===== config.mk =====
export PLATFORM = sky130hd
export DESIGN_NAME = pbd_core_end_flat
export DESIGN_NICKNAME = d
export VERILOG_FILES = /design/src/pbd_pkg.sv /design/src/pbd_if.sv /design/src/pbd_core_end.sv /design/src/flat_wrapper.sv
export SDC_FILE = /design/constraint.sdc
export NUM_CORES = 1
export LEC_CHECK = 0
export ABC_AREA = 1
export BUFFER_PORTS_ARGS = -buffer_cell sky130_fd_sc_hd__buf_2
export CAP_MARGIN = 15
export CORE_ASPECT_RATIO = 1.1
export CORE_MARGIN = 2
export CORE_UTILIZATION = 30
export DETAILED_ROUTE_END_ITERATION = 10
export PLACE_DENSITY = 0.61
export SLEW_MARGIN = 0
export SYNTH_ARGS = -nofsm -noshare
export SYNTH_HDL_FRONTEND = slang
export SYNTH_SLANG_ARGS = --single-unit

===== constraint.sdc =====
create_clock -name clk_sys -period 3.3 [get_ports clk_sys]
set_clock_uncertainty 0.05 [all_clocks]
set_input_delay 0.33 -clock clk_sys [delete_from_list [all_inputs] [get_ports clk_sys]]
set_output_delay 0.33 -clock clk_sys [all_outputs]
set_load 0.02 [all_outputs]

===== src/pbd_pkg.sv =====
// Purpose: Shared constants and types for the backend dataflow port.
// Assumes: One clock, synchronous active-low reset.
// Notes: Counts are in clk_sys cycles.
package pbd_pkg;
	localparam int DATA_W = 32;
	localparam int ADDR_W = 16;
	localparam int REGIONS = 6;
	localparam int BUF_DEPTH = 2;
	localparam int MEM_DEPTH = 16;
	localparam int WAIT_LIMIT = 16;
	localparam logic [2:0] REGION_ROM = 3'h6;
	localparam logic [2:0] REGION_NONE = 3'h7;
	localparam logic [1:0] RECOVERY_CODE = 2'h2;
	localparam logic [11:0] REGION_ENABLE_DEF = 12'hAAA;
	localparam logic [15:0] CFG_STATUS_RST = 16'h0000;
	localparam logic [5:0] FIFO_STATUS_RST = 6'h00;
	typedef logic [2:0] pbd_region_t;
	typedef enum logic [1:0] {
		PBD_IDLE = 2'b00,
		PBD_XFER = 2'b01,
		PBD_END = 2'b11
	} pbd_state_t;
endpackage


===== src/pbd_if.sv =====
// Purpose: Dataflow link between the core end and the backend end.
// Assumes: All signals synchronous to clk_sys.
// Notes: The testbench joins data_out and data_in into one bus if it wants.
`timescale 1ns/1ps
interface pbd_if #(
	parameter int DW = 32,
	parameter int AW = 16
);
	localparam int BW = DW / 8;
	logic [2:0] region_select;
	logic read_cycle_flag;
	logic write_cycle_flag;
	logic wide_transfer_flag;
	logic transfer_begin_pulse;
	logic transfer_end_pulse;
	logic core_read_strobe;
	logic backend_read_ready;
	logic read_sample_mode;
	logic backend_write_ready;
	logic [BW-1:0] byte_write_strobes;
	logic [AW-1:0] addr;
	logic [DW-1:0] data_out;
	logic [DW-1:0] data_in;
	logic data_out_enable;
	logic data_out_enable_high;
	logic byte_lanes_valid_n;
	logic [BW-1:0] read_byte_lanes_n;
	logic error;
	logic [5:0] flush;
	logic [5:0] ext_fifo_empty_n;
	logic [15:0] cfg_status;
	logic reset_export_n;
	modport core (
		output region_select, read_cycle_flag, write_cycle_flag, wide_transfer_flag,
		output transfer_begin_pulse, transfer_end_pulse, core_read_strobe,
		output byte_write_strobes, addr, data_out, data_out_enable, data_out_enable_high,
		output byte_lanes_valid_n, read_byte_lanes_n, cfg_status, reset_export_n,
		input backend_read_ready, read_sample_mode, backend_write_ready, data_in,
		input error, flush, ext_fifo_empty_n
	);
	modport backend (
		input region_select, read_cycle_flag, write_cycle_flag, wide_transfer_flag,
		input transfer_begin_pulse, transfer_end_pulse, core_read_strobe,
		input byte_write_strobes, addr, data_out, data_out_enable, data_out_enable_high,
		input byte_lanes_valid_n, read_byte_lanes_n, cfg_status, reset_export_n,
		output backend_read_ready, read_sample_mode, backend_write_ready, data_in,
		output error, flush, ext_fifo_empty_n
	);
endinterface


===== src/pbd_core_end.sv =====
// Purpose: Core end of the dataflow port; turns bus transactions into backend strobes.
// Assumes: The bus engine outside gives start, stop and other-agent completions.
// Notes: Read words pass a small buffer so a stalled reader loses nothing.
`timescale 1ns/1ps
// Behaviour
// - Region code 0-5 bar, 6 rom, 7 idle.
// - Region valid at begin, 7 at end.
// - Cycle flags set at begin, cleared at end.
// - Every begin pulse gets a matching end.
// - Idle end pulses for other agents' completions.
// - Read word moves only when both strobes high.
// - Read ready timeout ends with disconnect.
// - Sample mode picks same or next edge capture.
// - Backend sets sample mode high for synchronous memories.
// - Write ready timeout causes disconnect.
// - One write strobe per byte, lane 0 low.
// - Address width parameter, low bits from bus.
// - Separate low and high data enables.
// - Byte lanes valid strobe qualifies read lanes.
// - Backend flags illegal I/O bytes via error.
// - Flush region fifo when flagged at begin.
// - Copy empty inputs into fifo status bits.
// - Present configuration status word continuously.
// - Export reset, also during hot-swap cycles.
// - Clock option drives bus clock out.
// - Fast clock pin low or released.
// - Wide acknowledge follows device select timing.
// - Recovery only for regions with option two.
module pbd_core_end #(
	parameter int DW = pbd_pkg::DATA_W,
	parameter int AW = pbd_pkg::ADDR_W,
	parameter int BUF_DEPTH = pbd_pkg::BUF_DEPTH,
	parameter int WAIT_LIMIT = pbd_pkg::WAIT_LIMIT,
	parameter logic [11:0] REGION_ENABLE_OPTION = pbd_pkg::REGION_ENABLE_DEF,
	parameter bit FIFO_STATUS_OPTION = 1'b1,
	parameter bit HOT_SWAP_OPTION = 1'b0,
	parameter bit DRIVE_BUS_CLOCK_OPTION = 1'b0,
	parameter bit FAST_CLOCK_SUPPORT = 1'b0
)(
	input wire logic clk_sys,
	input wire logic nrst,
	input wire logic ce,
	pbd_if.core bus,
	input wire logic txn_start,
	input wire pbd_pkg::pbd_region_t txn_region,
	input wire logic txn_read,
	input wire logic txn_wide,
	input wire logic [AW-1:0] txn_addr,
	input wire logic [DW/8-1:0] txn_lanes,
	input wire logic txn_stop,
	input wire logic other_done,
	input wire logic wr_valid,
	input wire logic [DW-1:0] wr_data,
	output logic wr_ready,
	output logic rd_valid,
	output logic [DW-1:0] rd_data,
	input wire logic rd_ready,
	output logic disconnect_pulse,
	output logic abort_pulse,
	output logic [5:0] fifo_flush_pulse,
	output logic [5:0] fifo_status,
	input wire logic [15:0] cfg_status_value,
	input wire logic hs_cycle,
	output logic bus_clk_out,
	output logic fast_clock_pin_o,
	output logic fast_clock_pin_oe,
	input wire logic req64_in,
	input wire logic devsel_in,
	output logic ack64_out
);
	import pbd_pkg::*;
	localparam int BW = DW / 8;
	localparam int PW = $clog2(BUF_DEPTH);
	localparam int CW = $clog2(BUF_DEPTH + 1);
	localparam int TW = $clog2(WAIT_LIMIT + 1);
	pbd_state_t state;
	logic in_xfer;
	logic rd_hit;
	logic pend;
	logic push;
	logic pop;
	logic waiting;
	logic timeout;
	logic finish;
	logic [TW-1:0] wait_cnt;
	logic [DW-1:0] buf_mem [BUF_DEPTH];
	logic [PW-1:0] wr_ptr;
	logic [PW-1:0] rd_ptr;
	logic [CW-1:0] count;
	logic [BW-1:0] lanes;
	logic [5:0] recov;

	assign in_xfer = (state == PBD_XFER) && ce;
	// Space counts a pending next-edge capture so the buffer cannot overrun.
	assign bus.core_read_strobe = in_xfer && bus.read_cycle_flag
		&& ((count + CW'(pend)) < CW'(BUF_DEPTH));
	assign rd_hit = bus.core_read_strobe && bus.backend_read_ready;
	assign push = (rd_hit && !bus.read_sample_mode) || pend;
	assign pop = rd_valid && rd_ready;
	assign rd_valid = (count != '0);
	assign rd_data = buf_mem[rd_ptr];
	assign wr_ready = in_xfer && bus.write_cycle_flag && bus.backend_write_ready;
	assign waiting = (bus.core_read_strobe && !bus.backend_read_ready)
		|| (in_xfer && bus.write_cycle_flag && wr_valid && !bus.backend_write_ready);
	assign timeout = waiting && (wait_cnt == TW'(WAIT_LIMIT - 1));
	assign finish = in_xfer && (txn_stop || timeout || bus.error);

	always_ff @(posedge clk_sys)
	begin
		if (!nrst)
		begin
			state <= PBD_IDLE;
			bus.transfer_begin_pulse <= 1'b0;
			bus.transfer_end_pulse <= 1'b0;
		end
		else if (ce)
		begin
			bus.transfer_begin_pulse <= 1'b0;
			bus.transfer_end_pulse <= 1'b0;
			case (state)
				PBD_IDLE:
				begin
					if (txn_start)
					begin
						state <= PBD_XFER;
						bus.transfer_begin_pulse <= 1'b1;
					end
					else if (other_done)
						bus.transfer_end_pulse <= 1'b1;
				end
				PBD_XFER:
				begin
					if (finish)
					begin
						state <= PBD_END;
						bus.transfer_end_pulse <= 1'b1;
					end
				end
				PBD_END:
					state <= PBD_IDLE;
				default:
					state <= PBD_IDLE;
			endcase
		end
	end

	always_ff @(posedge clk_sys)
	begin
		if (!nrst)
		begin
			bus.region_select <= REGION_NONE;
			bus.read_cycle_flag <= 1'b0;
			bus.write_cycle_flag <= 1'b0;
			bus.wide_transfer_flag <= 1'b0;
			lanes <= '0;
		end
		else if (ce)
		begin
			if (state == PBD_IDLE && txn_start)
			begin
				bus.region_select <= txn_region;
				bus.read_cycle_flag <= txn_read;
				bus.write_cycle_flag <= !txn_read;
				bus.wide_transfer_flag <= txn_wide && (DW > 32);
				lanes <= txn_lanes;
			end
			else if (finish)
			begin
				bus.region_select <= REGION_NONE;
				bus.read_cycle_flag <= 1'b0;
				bus.write_cycle_flag <= 1'b0;
				bus.wide_transfer_flag <= 1'b0;
			end
		end
	end

	always_ff @(posedge clk_sys)
	begin
		if (!nrst)
			bus.addr <= '0;
		else if (ce)
		begin
			if (state == PBD_IDLE && txn_start)
				bus.addr <= txn_addr;
			// Write strobes are registered, so a write steps the address only after
			// the backend has used it; stepping at acceptance would shift every word.
			else if (rd_hit || (|bus.byte_write_strobes))
				bus.addr <= {bus.addr[AW-1:2] + (AW-2)'(1), bus.addr[1:0]};
		end
	end

	always_ff @(posedge clk_sys)
	begin
		if (!nrst)
			wait_cnt <= '0;
		else if (ce)
			wait_cnt <= (waiting && !timeout) ? wait_cnt + TW'(1) : '0;
	end

	always_ff @(posedge clk_sys)
	begin
		if (!nrst)
		begin
			disconnect_pulse <= 1'b0;
			abort_pulse <= 1'b0;
		end
		else if (ce)
		begin
			disconnect_pulse <= in_xfer && timeout && !bus.error;
			abort_pulse <= in_xfer && bus.error;
		end
	end

	always_ff @(posedge clk_sys)
	begin
		if (!nrst)
			pend <= 1'b0;
		else if (ce)
			pend <= rd_hit && bus.read_sample_mode;
	end

	always_ff @(posedge clk_sys)
	begin
		if (!nrst)
		begin
			wr_ptr <= '0;
			rd_ptr <= '0;
			count <= '0;
			for (int i = 0; i < BUF_DEPTH; i++)
				buf_mem[i] <= '0;
		end
		else if (ce)
		begin
			if (push)
			begin
				buf_mem[wr_ptr] <= bus.data_in;
				wr_ptr <= wr_ptr + PW'(1);
			end
			if (pop)
				rd_ptr <= rd_ptr + PW'(1);
			count <= count + CW'(push) - CW'(pop);
		end
	end

	// Write data and strobes are registered so the backend sees clean edges.
	always_ff @(posedge clk_sys)
	begin
		if (!nrst)
		begin
			bus.data_out <= '0;
			bus.byte_write_strobes <= '0;
		end
		else if (ce)
		begin
			bus.byte_write_strobes <= (wr_ready && wr_valid) ? lanes : '0;
			if (wr_ready && wr_valid)
				bus.data_out <= wr_data;
		end
	end

	always_ff @(posedge clk_sys)
	begin
		if (!nrst)
		begin
			bus.data_out_enable <= 1'b0;
			bus.data_out_enable_high <= 1'b0;
			bus.byte_lanes_valid_n <= 1'b1;
			bus.read_byte_lanes_n <= '1;
		end
		else if (ce)
		begin
			bus.data_out_enable <= bus.write_cycle_flag && !finish;
			bus.data_out_enable_high <= bus.write_cycle_flag && bus.wide_transfer_flag
				&& !finish;
			bus.byte_lanes_valid_n <= !((state == PBD_XFER) && !finish);
			bus.read_byte_lanes_n <= ~lanes;
		end
	end

	genvar r;
	generate
		for (r = 0; r < REGIONS; r++)
		begin : g_region
			assign recov[r] = (REGION_ENABLE_OPTION[2*r +: 2] == RECOVERY_CODE);
			always_ff @(posedge clk_sys)
			begin
				if (!nrst)
				begin
					fifo_flush_pulse[r] <= 1'b0;
					fifo_status[r] <= FIFO_STATUS_RST[r];
				end
				else if (ce)
				begin
					fifo_flush_pulse[r] <= bus.transfer_begin_pulse && bus.flush[r]
						&& recov[r];
					// The empty input only feeds the status bit, never control.
					fifo_status[r] <= recov[r] && FIFO_STATUS_OPTION
						&& !bus.ext_fifo_empty_n[r];
				end
			end
		end
	endgenerate

	always_ff @(posedge clk_sys)
	begin
		if (!nrst)
		begin
			bus.cfg_status <= CFG_STATUS_RST;
			bus.reset_export_n <= 1'b0;
		end
		else if (ce)
		begin
			bus.cfg_status <= cfg_status_value;
			bus.reset_export_n <= !(HOT_SWAP_OPTION && hs_cycle);
		end
	end

	// The clock passes straight through; a gated copy would skew the bus.
	assign bus_clk_out = DRIVE_BUS_CLOCK_OPTION ? clk_sys : 1'b0;
	assign fast_clock_pin_o = 1'b0;
	assign fast_clock_pin_oe = !FAST_CLOCK_SUPPORT;
	assign ack64_out = (DW > 32) && req64_in && devsel_in;
endmodule


===== src/flat_wrapper.sv =====
// flat-port wrapper written by rule: the top's interface ports become plain ports
module pbd_core_end_flat import pbd_pkg::*;
#(
	parameter int DW = pbd_pkg::DATA_W,
	parameter int AW = pbd_pkg::ADDR_W,
	parameter int BUF_DEPTH = pbd_pkg::BUF_DEPTH,
	parameter int WAIT_LIMIT = pbd_pkg::WAIT_LIMIT,
	parameter logic [11:0] REGION_ENABLE_OPTION = pbd_pkg::REGION_ENABLE_DEF,
	parameter bit FIFO_STATUS_OPTION = 1'b1,
	parameter bit HOT_SWAP_OPTION = 1'b0,
	parameter bit DRIVE_BUS_CLOCK_OPTION = 1'b0,
	parameter bit FAST_CLOCK_SUPPORT = 1'b0
)
  (clk_sys, nrst, ce, txn_start, txn_region, txn_read, txn_wide, txn_addr, txn_lanes, txn_stop, other_done, wr_valid, wr_data, wr_ready, rd_valid, rd_data, rd_ready, disconnect_pulse, abort_pulse, fifo_flush_pulse, fifo_status, cfg_status_value, hs_cycle, bus_clk_out, fast_clock_pin_o, fast_clock_pin_oe, req64_in, devsel_in, ack64_out, bus_region_select, bus_read_cycle_flag, bus_write_cycle_flag, bus_wide_transfer_flag, bus_transfer_begin_pulse, bus_transfer_end_pulse, bus_core_read_strobe, bus_byte_write_strobes, bus_addr, bus_data_out, bus_data_out_enable, bus_data_out_enable_high, bus_byte_lanes_valid_n, bus_read_byte_lanes_n, bus_cfg_status, bus_reset_export_n, bus_backend_read_ready, bus_read_sample_mode, bus_backend_write_ready, bus_data_in, bus_error, bus_flush, bus_ext_fifo_empty_n);
  pbd_if #(.DW(DW), .AW(AW)) bus_i ();
  input wire logic clk_sys;
  input wire logic nrst;
  input wire logic ce;
  input wire logic txn_start;
  input wire pbd_pkg::pbd_region_t txn_region;
  input wire logic txn_read;
  input wire logic txn_wide;
  input wire logic [AW-1:0] txn_addr;
  input wire logic [DW/8-1:0] txn_lanes;
  input wire logic txn_stop;
  input wire logic other_done;
  input wire logic wr_valid;
  input wire logic [DW-1:0] wr_data;
  output logic wr_ready;
  output logic rd_valid;
  output logic [DW-1:0] rd_data;
  input wire logic rd_ready;
  output logic disconnect_pulse;
  output logic abort_pulse;
  output logic [5:0] fifo_flush_pulse;
  output logic [5:0] fifo_status;
  input wire logic [15:0] cfg_status_value;
  input wire logic hs_cycle;
  output logic bus_clk_out;
  output logic fast_clock_pin_o;
  output logic fast_clock_pin_oe;
  input wire logic req64_in;
  input wire logic devsel_in;
  output logic ack64_out;
  output wire logic [$bits(bus_i.region_select)-1:0] bus_region_select;
  output wire logic [$bits(bus_i.read_cycle_flag)-1:0] bus_read_cycle_flag;
  output wire logic [$bits(bus_i.write_cycle_flag)-1:0] bus_write_cycle_flag;
  output wire logic [$bits(bus_i.wide_transfer_flag)-1:0] bus_wide_transfer_flag;
  output wire logic [$bits(bus_i.transfer_begin_pulse)-1:0] bus_transfer_begin_pulse;
  output wire logic [$bits(bus_i.transfer_end_pulse)-1:0] bus_transfer_end_pulse;
  output wire logic [$bits(bus_i.core_read_strobe)-1:0] bus_core_read_strobe;
  output wire logic [$bits(bus_i.byte_write_strobes)-1:0] bus_byte_write_strobes;
  output wire logic [$bits(bus_i.addr)-1:0] bus_addr;
  output wire logic [$bits(bus_i.data_out)-1:0] bus_data_out;
  output wire logic [$bits(bus_i.data_out_enable)-1:0] bus_data_out_enable;
  output wire logic [$bits(bus_i.data_out_enable_high)-1:0] bus_data_out_enable_high;
  output wire logic [$bits(bus_i.byte_lanes_valid_n)-1:0] bus_byte_lanes_valid_n;
  output wire logic [$bits(bus_i.read_byte_lanes_n)-1:0] bus_read_byte_lanes_n;
  output wire logic [$bits(bus_i.cfg_status)-1:0] bus_cfg_status;
  output wire logic [$bits(bus_i.reset_export_n)-1:0] bus_reset_export_n;
  input wire logic [$bits(bus_i.backend_read_ready)-1:0] bus_backend_read_ready;
  input wire logic [$bits(bus_i.read_sample_mode)-1:0] bus_read_sample_mode;
  input wire logic [$bits(bus_i.backend_write_ready)-1:0] bus_backend_write_ready;
  input wire logic [$bits(bus_i.data_in)-1:0] bus_data_in;
  input wire logic [$bits(bus_i.error)-1:0] bus_error;
  input wire logic [$bits(bus_i.flush)-1:0] bus_flush;
  input wire logic [$bits(bus_i.ext_fifo_empty_n)-1:0] bus_ext_fifo_empty_n;
  assign bus_region_select = bus_i.region_select;
  assign bus_read_cycle_flag = bus_i.read_cycle_flag;
  assign bus_write_cycle_flag = bus_i.write_cycle_flag;
  assign bus_wide_transfer_flag = bus_i.wide_transfer_flag;
  assign bus_transfer_begin_pulse = bus_i.transfer_begin_pulse;
  assign bus_transfer_end_pulse = bus_i.transfer_end_pulse;
  assign bus_core_read_strobe = bus_i.core_read_strobe;
  assign bus_byte_write_strobes = bus_i.byte_write_strobes;
  assign bus_addr = bus_i.addr;
  assign bus_data_out = bus_i.data_out;
  assign bus_data_out_enable = bus_i.data_out_enable;
  assign bus_data_out_enable_high = bus_i.data_out_enable_high;
  assign bus_byte_lanes_valid_n = bus_i.byte_lanes_valid_n;
  assign bus_read_byte_lanes_n = bus_i.read_byte_lanes_n;
  assign bus_cfg_status = bus_i.cfg_status;
  assign bus_reset_export_n = bus_i.reset_export_n;
  assign bus_i.backend_read_ready = bus_backend_read_ready;
  assign bus_i.read_sample_mode = bus_read_sample_mode;
  assign bus_i.backend_write_ready = bus_backend_write_ready;
  assign bus_i.data_in = bus_data_in;
  assign bus_i.error = bus_error;
  assign bus_i.flush = bus_flush;
  assign bus_i.ext_fifo_empty_n = bus_ext_fifo_empty_n;
  pbd_core_end #(.DW(DW), .AW(AW), .BUF_DEPTH(BUF_DEPTH), .WAIT_LIMIT(WAIT_LIMIT), .REGION_ENABLE_OPTION(REGION_ENABLE_OPTION), .FIFO_STATUS_OPTION(FIFO_STATUS_OPTION), .HOT_SWAP_OPTION(HOT_SWAP_OPTION), .DRIVE_BUS_CLOCK_OPTION(DRIVE_BUS_CLOCK_OPTION), .FAST_CLOCK_SUPPORT(FAST_CLOCK_SUPPORT)) u_core (.clk_sys(clk_sys), .nrst(nrst), .ce(ce), .bus(bus_i), .txn_start(txn_start), .txn_region(txn_region), .txn_read(txn_read), .txn_wide(txn_wide), .txn_addr(txn_addr), .txn_lanes(txn_lanes), .txn_stop(txn_stop), .other_done(other_done), .wr_valid(wr_valid), .wr_data(wr_data), .wr_ready(wr_ready), .rd_valid(rd_valid), .rd_data(rd_data), .rd_ready(rd_ready), .disconnect_pulse(disconnect_pulse), .abort_pulse(abort_pulse), .fifo_flush_pulse(fifo_flush_pulse), .fifo_status(fifo_status), .cfg_status_value(cfg_status_value), .hs_cycle(hs_cycle), .bus_clk_out(bus_clk_out), .fast_clock_pin_o(fast_clock_pin_o), .fast_clock_pin_oe(fast_clock_pin_oe), .req64_in(req64_in), .devsel_in(devsel_in), .ack64_out(ack64_out));
endmodule

==> results_dict.tcl, run 1 <==
set metrics [dict create \
    status "complete, no violations" \
    arrival_ps 2270 \
    async_flop_share_pct 0 \
    hp-class "in -> reg" \
    route.detailed.wl_per_inst_um 14.39 \
    coreArea_um2 24400 \
    crit_fanout 33 \
    clk_latency_ps 420 \
    yosysTopAreaCell "dfxtp_1" \
    p_leak_uw 0.004296 \
    setup_viol 0 \
    cts.clk_slew.worst_paths_ps 70 \
    dp_cells 1365 \
    htreeDepth 4 \
    n_antenna_cell 0 \
    maxSlewViolCount 0 \
    dr.pass1.iters 4 \
    start_util_pct 30.44 \
    clock-root-buffer "clkbuf_16" \
    syn_area_per_cell_um2 8.895 \
    crit_required_ps 3310 \
    cts-hold-fix-buffers 0 \
    drt_iter0_drc 301 \
    final_hold_viol_count 0 \
    drc 0 \
    r2r_slack_ps 1040 \
    io_buffers 258 \
    place_congestion 0.8066 \
    rsz0062_at_grt "false" \
    post_cts_resize_count 0 \
    ys_seq_area_share_pct 56.33 \
    synth.top_cell.area_share_pct 30.46 \
    yosysUniqueCellTypes 34 \
    grt_util_met1_pct 18.36 \
    cts_max_path_buffers 2 \
    num_rows 60 \
    synth-edff-count 64 \
    cap_viol_max_count 0 \
    antenna_found_initial 5 \
    ys.warnings.count 0 \
    r2r-start "u_core.count[0]$_SDFFE_PN0P_" \
    finalCritPeriodShare_pct 68.55 \
    synth_area_um2 7427 \
    layoutNonFillerInstCount 1397 \
    synth.area.top_cells "dfxtp_1 (30%), edfxtp_1 (26%), nand2_1 (6.2%)" \
    die-area_um2 26030 \
    grt_pass1_vias 6228 \
    yosys_register_bits 177 \
    dp_hpwl_um 13490 \
    via_per_inst 4.603 \
    setup_total_negative_slack_ps 0 \
    cts_made_buffers 17 \
    busiest_layer "met2" \
    vias 6430 \
    n_fill_cell 2471 \
    io_pins 269 \
    grtUsageTotal_pct 15.19 \
    relSlewSlack_pct 51.64 \
    drive_gt1_share_pct 34.22 \
    routed_wl_um 20100 \
    grt_pass1_wl_um 31730 \
    tightestPinTransition_ps 725.4 \
    grt_max_degree 64 \
    post_cts_buffers 0 \
    critPathKind "reg -> reg" \
    cts_num_sinks 177 \
    period_minus_slack_ps 2262 \
    die_w_um 154.0 \
    ir_drop_mv 0.2890 \
    met3_usage_pct 5.863 \
    die_h_um 169.0 \
    met2_usage_pct 25.46 \
    synth_commonest_cells "nand2_1 (122), nor2_1 (115), dfxtp_1 (113)" \
    holdPathEnd "u_core.fifo_status[2]$_SDFFE_PN0P_" \
    reg2reg_depth 8 \
    whs_path_depth 2 \
    synth.most_common_cell "nand2_1" \
    fmax_mhz 442.0 \
    cellPowerDensity_nw_per_um2 524.2 \
    hold_start "bus_ext_fifo_empty_n[2]" \
    reg2reg_to "u_core.buf_mem[1][14]$_SDFFCE_PN0P_" \
    detail-route-antenna-nets 0 \
    end_kind "register" \
    synthCells 835 \
    num-nets-final 1211 \
    syn_to_final_growth_pct 28.87 \
    grt_overflow 0 \
    worstSetupStartpointType "register" \
    cts_tree "done" \
    ys.flop_type "dfxtp_1" \
    fin_util_pct 39.23 \
]
-- sequential cells by signal, summed over array words and instances (netlist names), 2 cells and up, named ones only --
name and cells:
u_core.count 2, u_core.bus.read_byte_lanes_n 4, u_core.state 2, u_core.wait_cnt 5
u_core.fifo_flush_pulse 6, u_core.bus.addr 16, u_core.bus.byte_write_strobes 4, u_core.bus.data_out 32
u_core.buf_mem 64, u_core.fifo_status 6, u_core.bus.region_select 3, u_core.bus.cfg_status 16
u_core.lanes 4
-- layout make-up --
| cell class | instances | area [um2] | share of cell area (%) |
|---|---|---|---|
| clock buffers | 18 | 429.2 | 4.484 |
| clock inverters | 14 | 186.4 | 1.948 |
| inverters | 63 | 236.5 | 2.471 |
| multi-input cells | 543 | 2751 | 28.75 |
| flip-flops and latches | 177 | 4184 | 43.71 |
| well taps | 310 | 387.9 | 4.052 |
| repair buffers | 272 | 1396 | 14.59 |
-- logic make-up after synthesis --
logic type | Yosys count | share of synthesized area, %
adder cells (fa/ha/maj) | 5 | 0.8423
XOR/XNOR | 4 | 0.4718
AND/OR/NAND/NOR | 353 | 20.62
buffers and inverters | 119 | 6.890
AO/OA/AOI/OAI | 143 | 9.889
flip-flops | 177 | 56.33
multiplexers | 32 | 4.852
other | 2 | 0.1011
-- how the worst max path moves through the flow --
stage                                                        from                                       to  slack (ps)  cells past startpoint
after global placement                                         ce  u_core.bus.read_cycle_flag$_SDFFE_PN0P_         780                      8
after detailed placement                                       ce  u_core.bus.read_cycle_flag$_SDFFE_PN0P_         820                      8
after global routing                 u_core.state[1]$_SDFFE_PN0P_      u_core.buf_mem[1][15]$_SDFFCE_PN0P_         790                      9
after CTS                            u_core.count[0]$_SDFFE_PN0P_      u_core.buf_mem[1][20]$_SDFFCE_PN0P_         980                      8
final                                u_core.count[0]$_SDFFE_PN0P_      u_core.buf_mem[1][14]$_SDFFCE_PN0P_        1040                      8
after floorplan           u_core.bus.read_cycle_flag$_SDFFE_PN0P_       u_core.buf_mem[0][0]$_SDFFCE_PN0P_         790                      9
-- per-layer routing --
layer  wire (um)  vias to the layer above
met5          62                        -
met4         167                       10
met3        1645                       19
met2        9528                      196
met1        8698                     2988
li1            -                     3217
-- power by group --
group	switching [uW]	leakage, uW	internal, uW
clock network	966	0.000300	1170
logic	326	0.00241	185
registers	43.1	0.00158	2330
-- metrics by stage --
step / hold slack [ps] / power (uW) / worst slack [ps] / instance area (um2)
floorplan: 374.1 / 2734 / 791.8 / 7442
global placement: 392.7 / 2934 / 782.2 / 8956
detailed placement: 400.7 / 2941 / 817.0 / 8956
CTS: 5.035 / 5092 / 981.9 / 9572
global route: 13.77 / 5240 / 789.1 / 9572
finish: 31.63 / 5018 / 1038 / 9572
-- cell usage in the layout, fill, tap and decap left out --
cell	count
ha_1	5
nor3_1	8
clkbuf_16	17
o31ai_1	1
nand3_2	1
a21oi_1	77
clkinvlp_4	1
clkbuf_1	1
inv_8	6
buf_2	258
xnor2_1	1
dfxtp_1	113
bufinv_16	2
inv_2	1
clkinv_4	1
inv_6	3
xor2_1	3
nand3b_1	3
nor4_1	1
a211oi_1	1
o21ai_2	1
conb_1	6
or2_2	3
buf_4	14
o21a_1	2
o21bai_1	1
a31oi_1	2
nand4_1	3
mux2_2	32
nor2_2	29
nand2_1	122
nand3_1	66
clkinv_8	1
inv_1	62
nor2_1	115
nand2_2	1
nor3b_2	1
edfxtp_1	64
o21ai_0	58
-- critical path: stages (launching register included) --
cell	delay (ps)
dfxtp_1	410
nand3_1	90
nand2_1	130
nand3_1	120
o21ai_2	200
nand4_1	100
buf_4	280
nand2_1	100
buf_4	400
Note: power is estimated with default switching activity, not from simulation.
==> inputs of run 2 (changes only) <==
--- a/config.mk
+++ b/config.mk
@@ -12,7 +12,7 @@
 export CORE_MARGIN = 2
 export CORE_UTILIZATION = 30
 export DETAILED_ROUTE_END_ITERATION = 10
-export PLACE_DENSITY = 0.61
+export PLACE_DENSITY = 0.63
 export SLEW_MARGIN = 0
 export SYNTH_ARGS = -nofsm -noshare
 export SYNTH_HDL_FRONTEND = slang
==> constraint.sdc (replaced) <==
create_clock -name clk_sys -period 2.07 [get_ports clk_sys]
set_clock_uncertainty 0.05 [all_clocks]
set_input_delay 0.207 -clock clk_sys [delete_from_list [all_inputs] [get_ports clk_sys]]
set_output_delay 0.207 -clock clk_sys [all_outputs]
set_load 0.02 [all_outputs]
==> run 2 against run 1 <==
Net effect:
- the flow now finishes with violations (design-rule violations)
- sequential share of layout area decreased by 3.7 points
- critical path depth grew 5
- count of clock-buffer cells in the layout down 1
- critical path type unchanged
- sequential cell count unchanged
- global-route usage increased by 0.44 points
- worst hold slack worse by 16 ps
- cell count grew 6.1%
- worst setup slack got worse by 900 ps
- first-iteration DRC count increased by 11%
- sequential power increased by 59%
==> results_dict.tcl, run 2 (synthesis gave the netlist of run 1 again) <==
set metrics [dict create \
    grt_pass1_wl_um 32600 \
    final_hold_viol_count 0 \
    period_minus_slack_ps 1933 \
    detail-route-antenna-nets 0 \
    p_leak_uw 0.004662 \
    dr.pass1.iters 7 \
    cts.clk_slew.worst_paths_ps 70 \
    drt_iter0_drc 334 \
    die_w_um 154.0 \
    dp_hpwl_um 14040 \
    failed_checks "design-rule violations" \
    antenna_found_initial 2 \
    critPathKind "reg -> reg" \
    die-area_um2 26030 \
    status "finished, violations left" \
    top_register "u_core.buf_mem" \
    io_buffers 258 \
    place_congestion 0.8107 \
    route.detailed.wl_per_inst_um 14.19 \
    cap_viol_max_count 0 \
    worstSetupStartpointType "register" \
    cellPowerDensity_nw_per_um2 745.9 \
    io_pins 269 \
    via_per_inst 4.528 \
    cts_tree "done" \
    grt_pass1_vias 6434 \
    layoutNonFillerInstCount 1482 \
    grt_overflow 0 \
    num-nets-final 1295 \
    start_util_pct 30.44 \
    finalCritPeriodShare_pct 93.40 \
    routed_wl_um 21030 \
    fin_ws_ps 136.7 \
    cts_num_sinks 177 \
    crit_required_ps 2360 \
    vias 6710 \
    clkPwrFrac_pct 39.0 \
    drc 2 \
    pre_cts_slack_ps 19.66 \
    grt_max_degree 48 \
    maxSlewViolCount 0 \
    dp_cells 1377 \
    num_rows 60 \
    hp-class "in -> reg" \
    p_switching_uw 2096 \
    cts_max_path_buffers 2 \
    setup_viol 0 \
    final_common_cell "buf_2" \
    switching_share_pct 26.84 \
    drive_gt1_share_pct 33.99 \
    rsz0062_at_grt "true" \
    reg_top3 "u_core.buf_mem: 64 flops, u_core.bus.data_out: 32 flops" \
    largest_reg_flops 64 \
    ir_drop_mv 0.4865 \
    grtUsageTotal_pct 15.63 \
    clk_latency_ps 420 \
    coreArea_um2 24400 \
    arrival_ps 2220 \
    power.total_uw 7810 \
    die_h_um 169.0 \
    fmax_mhz 517.2 \
    most-common-layout-cells "buf_2 (258), nand2_1 (119), nor2_1 (115), dfxtp_1 (110), a21oi_1 (76)" \
    syn_to_final_growth_pct 40.97 \
    p_comb_share_pct 12.5 \
    hold_ws_ps 15.51 \
    p_int_uw 5714 \
    crit_fanout 2 \
    cts_made_buffers 17 \
    p_seq_share_pct 48.5 \
    end_kind "register" \
    htreeDepth 4 \
    clock-root-buffer "clkbuf_16" \
    setup_total_negative_slack_ps 0 \
]
==> run 2: power by group through the flow <==
stage / Sequential (uW) / Clock [uW] / Combinational, uW
finish: 3790 / 3050 / 978
global placement: 3860 / 0 / 864
floorplan: 3940 / 0 / 421
global route: 3800 / 3290 / 1070
CTS: 3780 / 3160 / 973
detailed placement: 3860 / 0 / 870
==> run 2: worst max-delay path, cell delays in order (launching register included) <==
cell     delay, ps
dfxtp_2        320
inv_2           50
nand3_2         80
nor2_2         140
nand3_2         90
o21ai_2        170
inv_1           60
ha_1           260
inv_1           40
ha_2           170
a21oi_2        110
o21a_1         140
o21ai_1         60
a21oi_1        120
==> run 2: stage by stage <==
stage | instance area (um2) | util (%)
2_1_floorplan | 7457 | -
3_3_place_gp | 9161 | 37.55
3_5_place_dp | 9161 | 37.55
4_1_cts | 10400 | 42.61
5_1_grt | 10470 | 42.90
6_report | 10470 | 42.91
==> run 2: layout make-up <==
cell class,count,area (um2)
sequential,177,4188
clock buffer,17,425.4
antenna,1,2.502
tap,310,387.9
multi-input combinational,543,2789
clock inverter,15,127.6
inverter,63,236.5
timing repair buffer,356,2313
fill,2377,13930
==> run 2: worst paths after layout <==
check,endpoint,slack (ps),cells past startpoint,start
min,u_core.bus.data_out[22]$_SDFFE_PN0P_,20,3,wr_data[22]
min reg2reg,u_core.bus.data_out[28]$_SDFFE_PN0P_,410,2,u_core.bus.data_out[28]$_SDFFE_PN0P_
max reg2reg,u_core.count[1]$_SDFFE_PN0P_,140,13,u_core.state[1]$_SDFFE_PN0P_
max,u_core.count[1]$_SDFFE_PN0P_,140,13,u_core.state[1]$_SDFFE_PN0P_
==> run 2: what timing repair did <==
action                     4_1_cts  5_1_grt
hold endpoints to repair        68        0
hold buffers                    68        0
resized for setup                1       10
setup endpoints to repair        1       30
buffers inserted                 0        4
pin swaps                        0        4
==> run 2: layer usage <==
metal / global-route usage, % / wire (um) / vias up
met1: 18.93 / 9177 / 3104
met3: 4.557 / 1264 / 15
li1: - / - / 3398
met5: 0 / 0 / -
met2: 26.89 / 10330 / 193
met4: 4.795 / 258 / 0
==> inputs of run 3 (changes only) <==
--- a/config.mk
+++ b/config.mk
@@ -12,6 +12,7 @@
 export CORE_MARGIN = 2
 export CORE_UTILIZATION = 30
 export DETAILED_ROUTE_END_ITERATION = 10
+export HOLD_SLACK_MARGIN = 0.12
 export PLACE_DENSITY = 0.63
 export SLEW_MARGIN = 0
 export SYNTH_ARGS = -nofsm -noshare
==> run 3 against run 2 <==
Net effect:
- the run still ends with design-rule violations left
- final area increased by 5.5%
- sequential share of layout area down 2.1 points
- cell count rose by 3.8%
- register-to-register slack barely moved
- critical path type unchanged
- highest routed layer unchanged
==> results_dict.tcl, run 3 (synthesis gave the netlist of run 1 again) <==
set metrics [dict create \
    cellPowerDensity_nw_per_um2 714.5 \
    dr.pass1.iters 8 \
    cts.clk_slew.worst_paths_ps 70 \
    period_minus_slack_ps 1937 \
    crit_fanout 32 \
    io_pins 269 \
    cts_made_buffers 17 \
    start_util_pct 30.44 \
    r2r_slack_ps 130 \
    reg2reg_to "u_core.bus.data_out[1]$_SDFFE_PN0P_" \
    clk_latency_ps 420 \
    failed_checks "design-rule violations" \
    hold_start "txn_addr[6]" \
    coreArea_um2 24400 \
    final_hold_viol_count 0 \
    status "finished, violations left" \
    maxSlewViolCount 0 \
    hold_ws_ps 140.0 \
    finalCritPeriodShare_pct 93.58 \
    critPathKind "reg -> reg" \
    dp_hpwl_um 14040 \
    antenna_found_initial 2 \
    drc 2 \
    grtUsageTotal_pct 16.20 \
    die_h_um 169.0 \
    reg2reg_depth 9 \
    grt_max_degree 48 \
    postPlaceCellArea_um2 9161 \
    place_congestion 0.8107 \
    vias 7005 \
    hp-class "in -> reg" \
    htreeDepth 4 \
    via_per_inst 4.552 \
    detail-route-antenna-nets 0 \
    cap_viol_max_count 0 \
    grt_overflow 0 \
    crit_required_ps 2320 \
    syn_to_final_growth_pct 48.75 \
    cts_tree "done" \
    grt_pass1_wl_um 33890 \
    routed_wl_um 22050 \
    p_leak_uw 0.004899 \
    rsz0062_at_grt "true" \
    reg_top3 "u_core.buf_mem: 64 flops, u_core.bus.data_out: 32 flops" \
    setup_total_negative_slack_ps 0 \
    cts_num_sinks 177 \
    arrival_ps 2190 \
    num_rows 60 \
    r2r-start "u_core.state[0]$_SDFFE_PN0P_" \
    setup_viol 0 \
    clock-root-buffer "clkbuf_16" \
    route.detailed.wl_per_inst_um 14.33 \
    final_cell_area_um2 11050 \
    drive_gt1_share_pct 32.65 \
    whs_path_depth 5 \
    top_register "u_core.buf_mem" \
    die_w_um 154.0 \
    grt_pass1_vias 6735 \
    worstSetupStartpointType "register" \
    largest_reg_flops 64 \
    fmax_mhz 516.2 \
    cts_max_path_buffers 2 \
    io_buffers 258 \
    end_kind "register" \
    most-common-layout-cells "buf_2 (258), dlygate4sd3_1 (122), nand2_1 (119), nor2_1 (115), dfxtp_1 (110)" \
    die-area_um2 26030 \
    final_common_cell "buf_2" \
    holdPathEnd "u_core.bus.addr[6]$_SDFFE_PN0P_" \
    drt_iter0_drc 405 \
    num-nets-final 1352 \
    ir_drop_mv 0.4837 \
]
==> run 3: changes by cell type in the layout (fill, tap and decap cells not counted) <==
cell and change:
clkbuf_16 +1, dlygate4sd3_1 +54, buf_4 +2, buf_12 -1, buf_6 +1, nor3b_2 -1, nor3b_4 +1
==> run 3: worst max path at each step <==
stage | start | end | slack [ps] | cells after the start
2_1_floorplan | u_core.bus.read_cycle_flag$_SDFFE_PN0P_ | u_core.buf_mem[0][0]$_SDFFCE_PN0P_ | 60 | 9
3_3_place_gp | u_core.count[1]$_SDFFE_PN0P_ | u_core.count[1]$_SDFFE_PN0P_ | 70 | 12
3_5_place_dp | u_core.count[1]$_SDFFE_PN0P_ | u_core.count[1]$_SDFFE_PN0P_ | 20 | 12
4_1_cts | u_core.pend$_SDFFE_PN0P_ | u_core.count[1]$_SDFFE_PN0P_ | 7 | 12
5_1_grt | u_core.state[1]$_SDFFE_PN0P_ | u_core.count[1]$_SDFFE_PN0P_ | -40 | 13
6_report | u_core.state[0]$_SDFFE_PN0P_ | u_core.bus.data_out[1]$_SDFFE_PN0P_ | 130 | 9
==> run 3: repair_timing <==
item | 4_1_cts | 5_1_grt
cloned | 0 | 1
pin swaps | 0 | 5
resized for setup | 1 | 12
hold buffers | 122 | 0
setup buffers | 0 | 6
endpoints found under the setup margin | 1 | 34
hold endpoints to repair | 153 | 0
==> run 3: cell type report <==
type	instances	area (um2)
Clock buffer	17	425.4
Clock inverter	15	127.6
Inverter	63	236.5
Tap cell	310	387.9
Timing Repair Buffer	413	2885
Antenna cell	1	2.502
Fill cell	2303	13350
Sequential cell	177	4188
Multi-Input combinational cell	543	2795
==> run 3: per-stage QoR <==
stage          total power, uW  std cells  util (%)  setup slack (ps)
3_5_place_dp              4733       1377     37.55             19.66
2_1_floorplan             4359        839         -             62.05
4_1_cts                   7990       1531     44.83             7.196
6_report                  7894       1539     45.28             132.9
5_1_grt                   8237       1538     45.27            -39.26
3_3_place_gp              4722       1377     37.55             65.25
==> run 3: power breakdown <==
part | total, uW | switching (uW) | leakage (uW) | internal (uW)
clock network | 3050 | 1470 | 0.000261 | 1570
registers | 3790 | 67.1 | 0.00158 | 3720
logic | 1060 | 579 | 0.00305 | 482
==> run 3: critical path, cell delays in order (launching register included) <==
cell and delay, ps:
dfxtp_1 340, buf_4 120, nand2_1 120, nor3b_4 260
clkbuf_16 190, buf_4 200, nand2_1 70, buf_4 250
nand2_1 120, a21oi_1 80
==> run 3: layer usage <==
| layer | vias up | part of all wire (%) | track usage [%] |
|---|---|---|---|
| li1 | 3512 | - | - |
| met1 | 3283 | 43 | 19.34 |
| met2 | 196 | 50 | 28.43 |
| met3 | 14 | 5.8 | 4.531 |
| met4 | 0 | 1.2 | 4.754 |
| met5 | - | 0 | 0 |
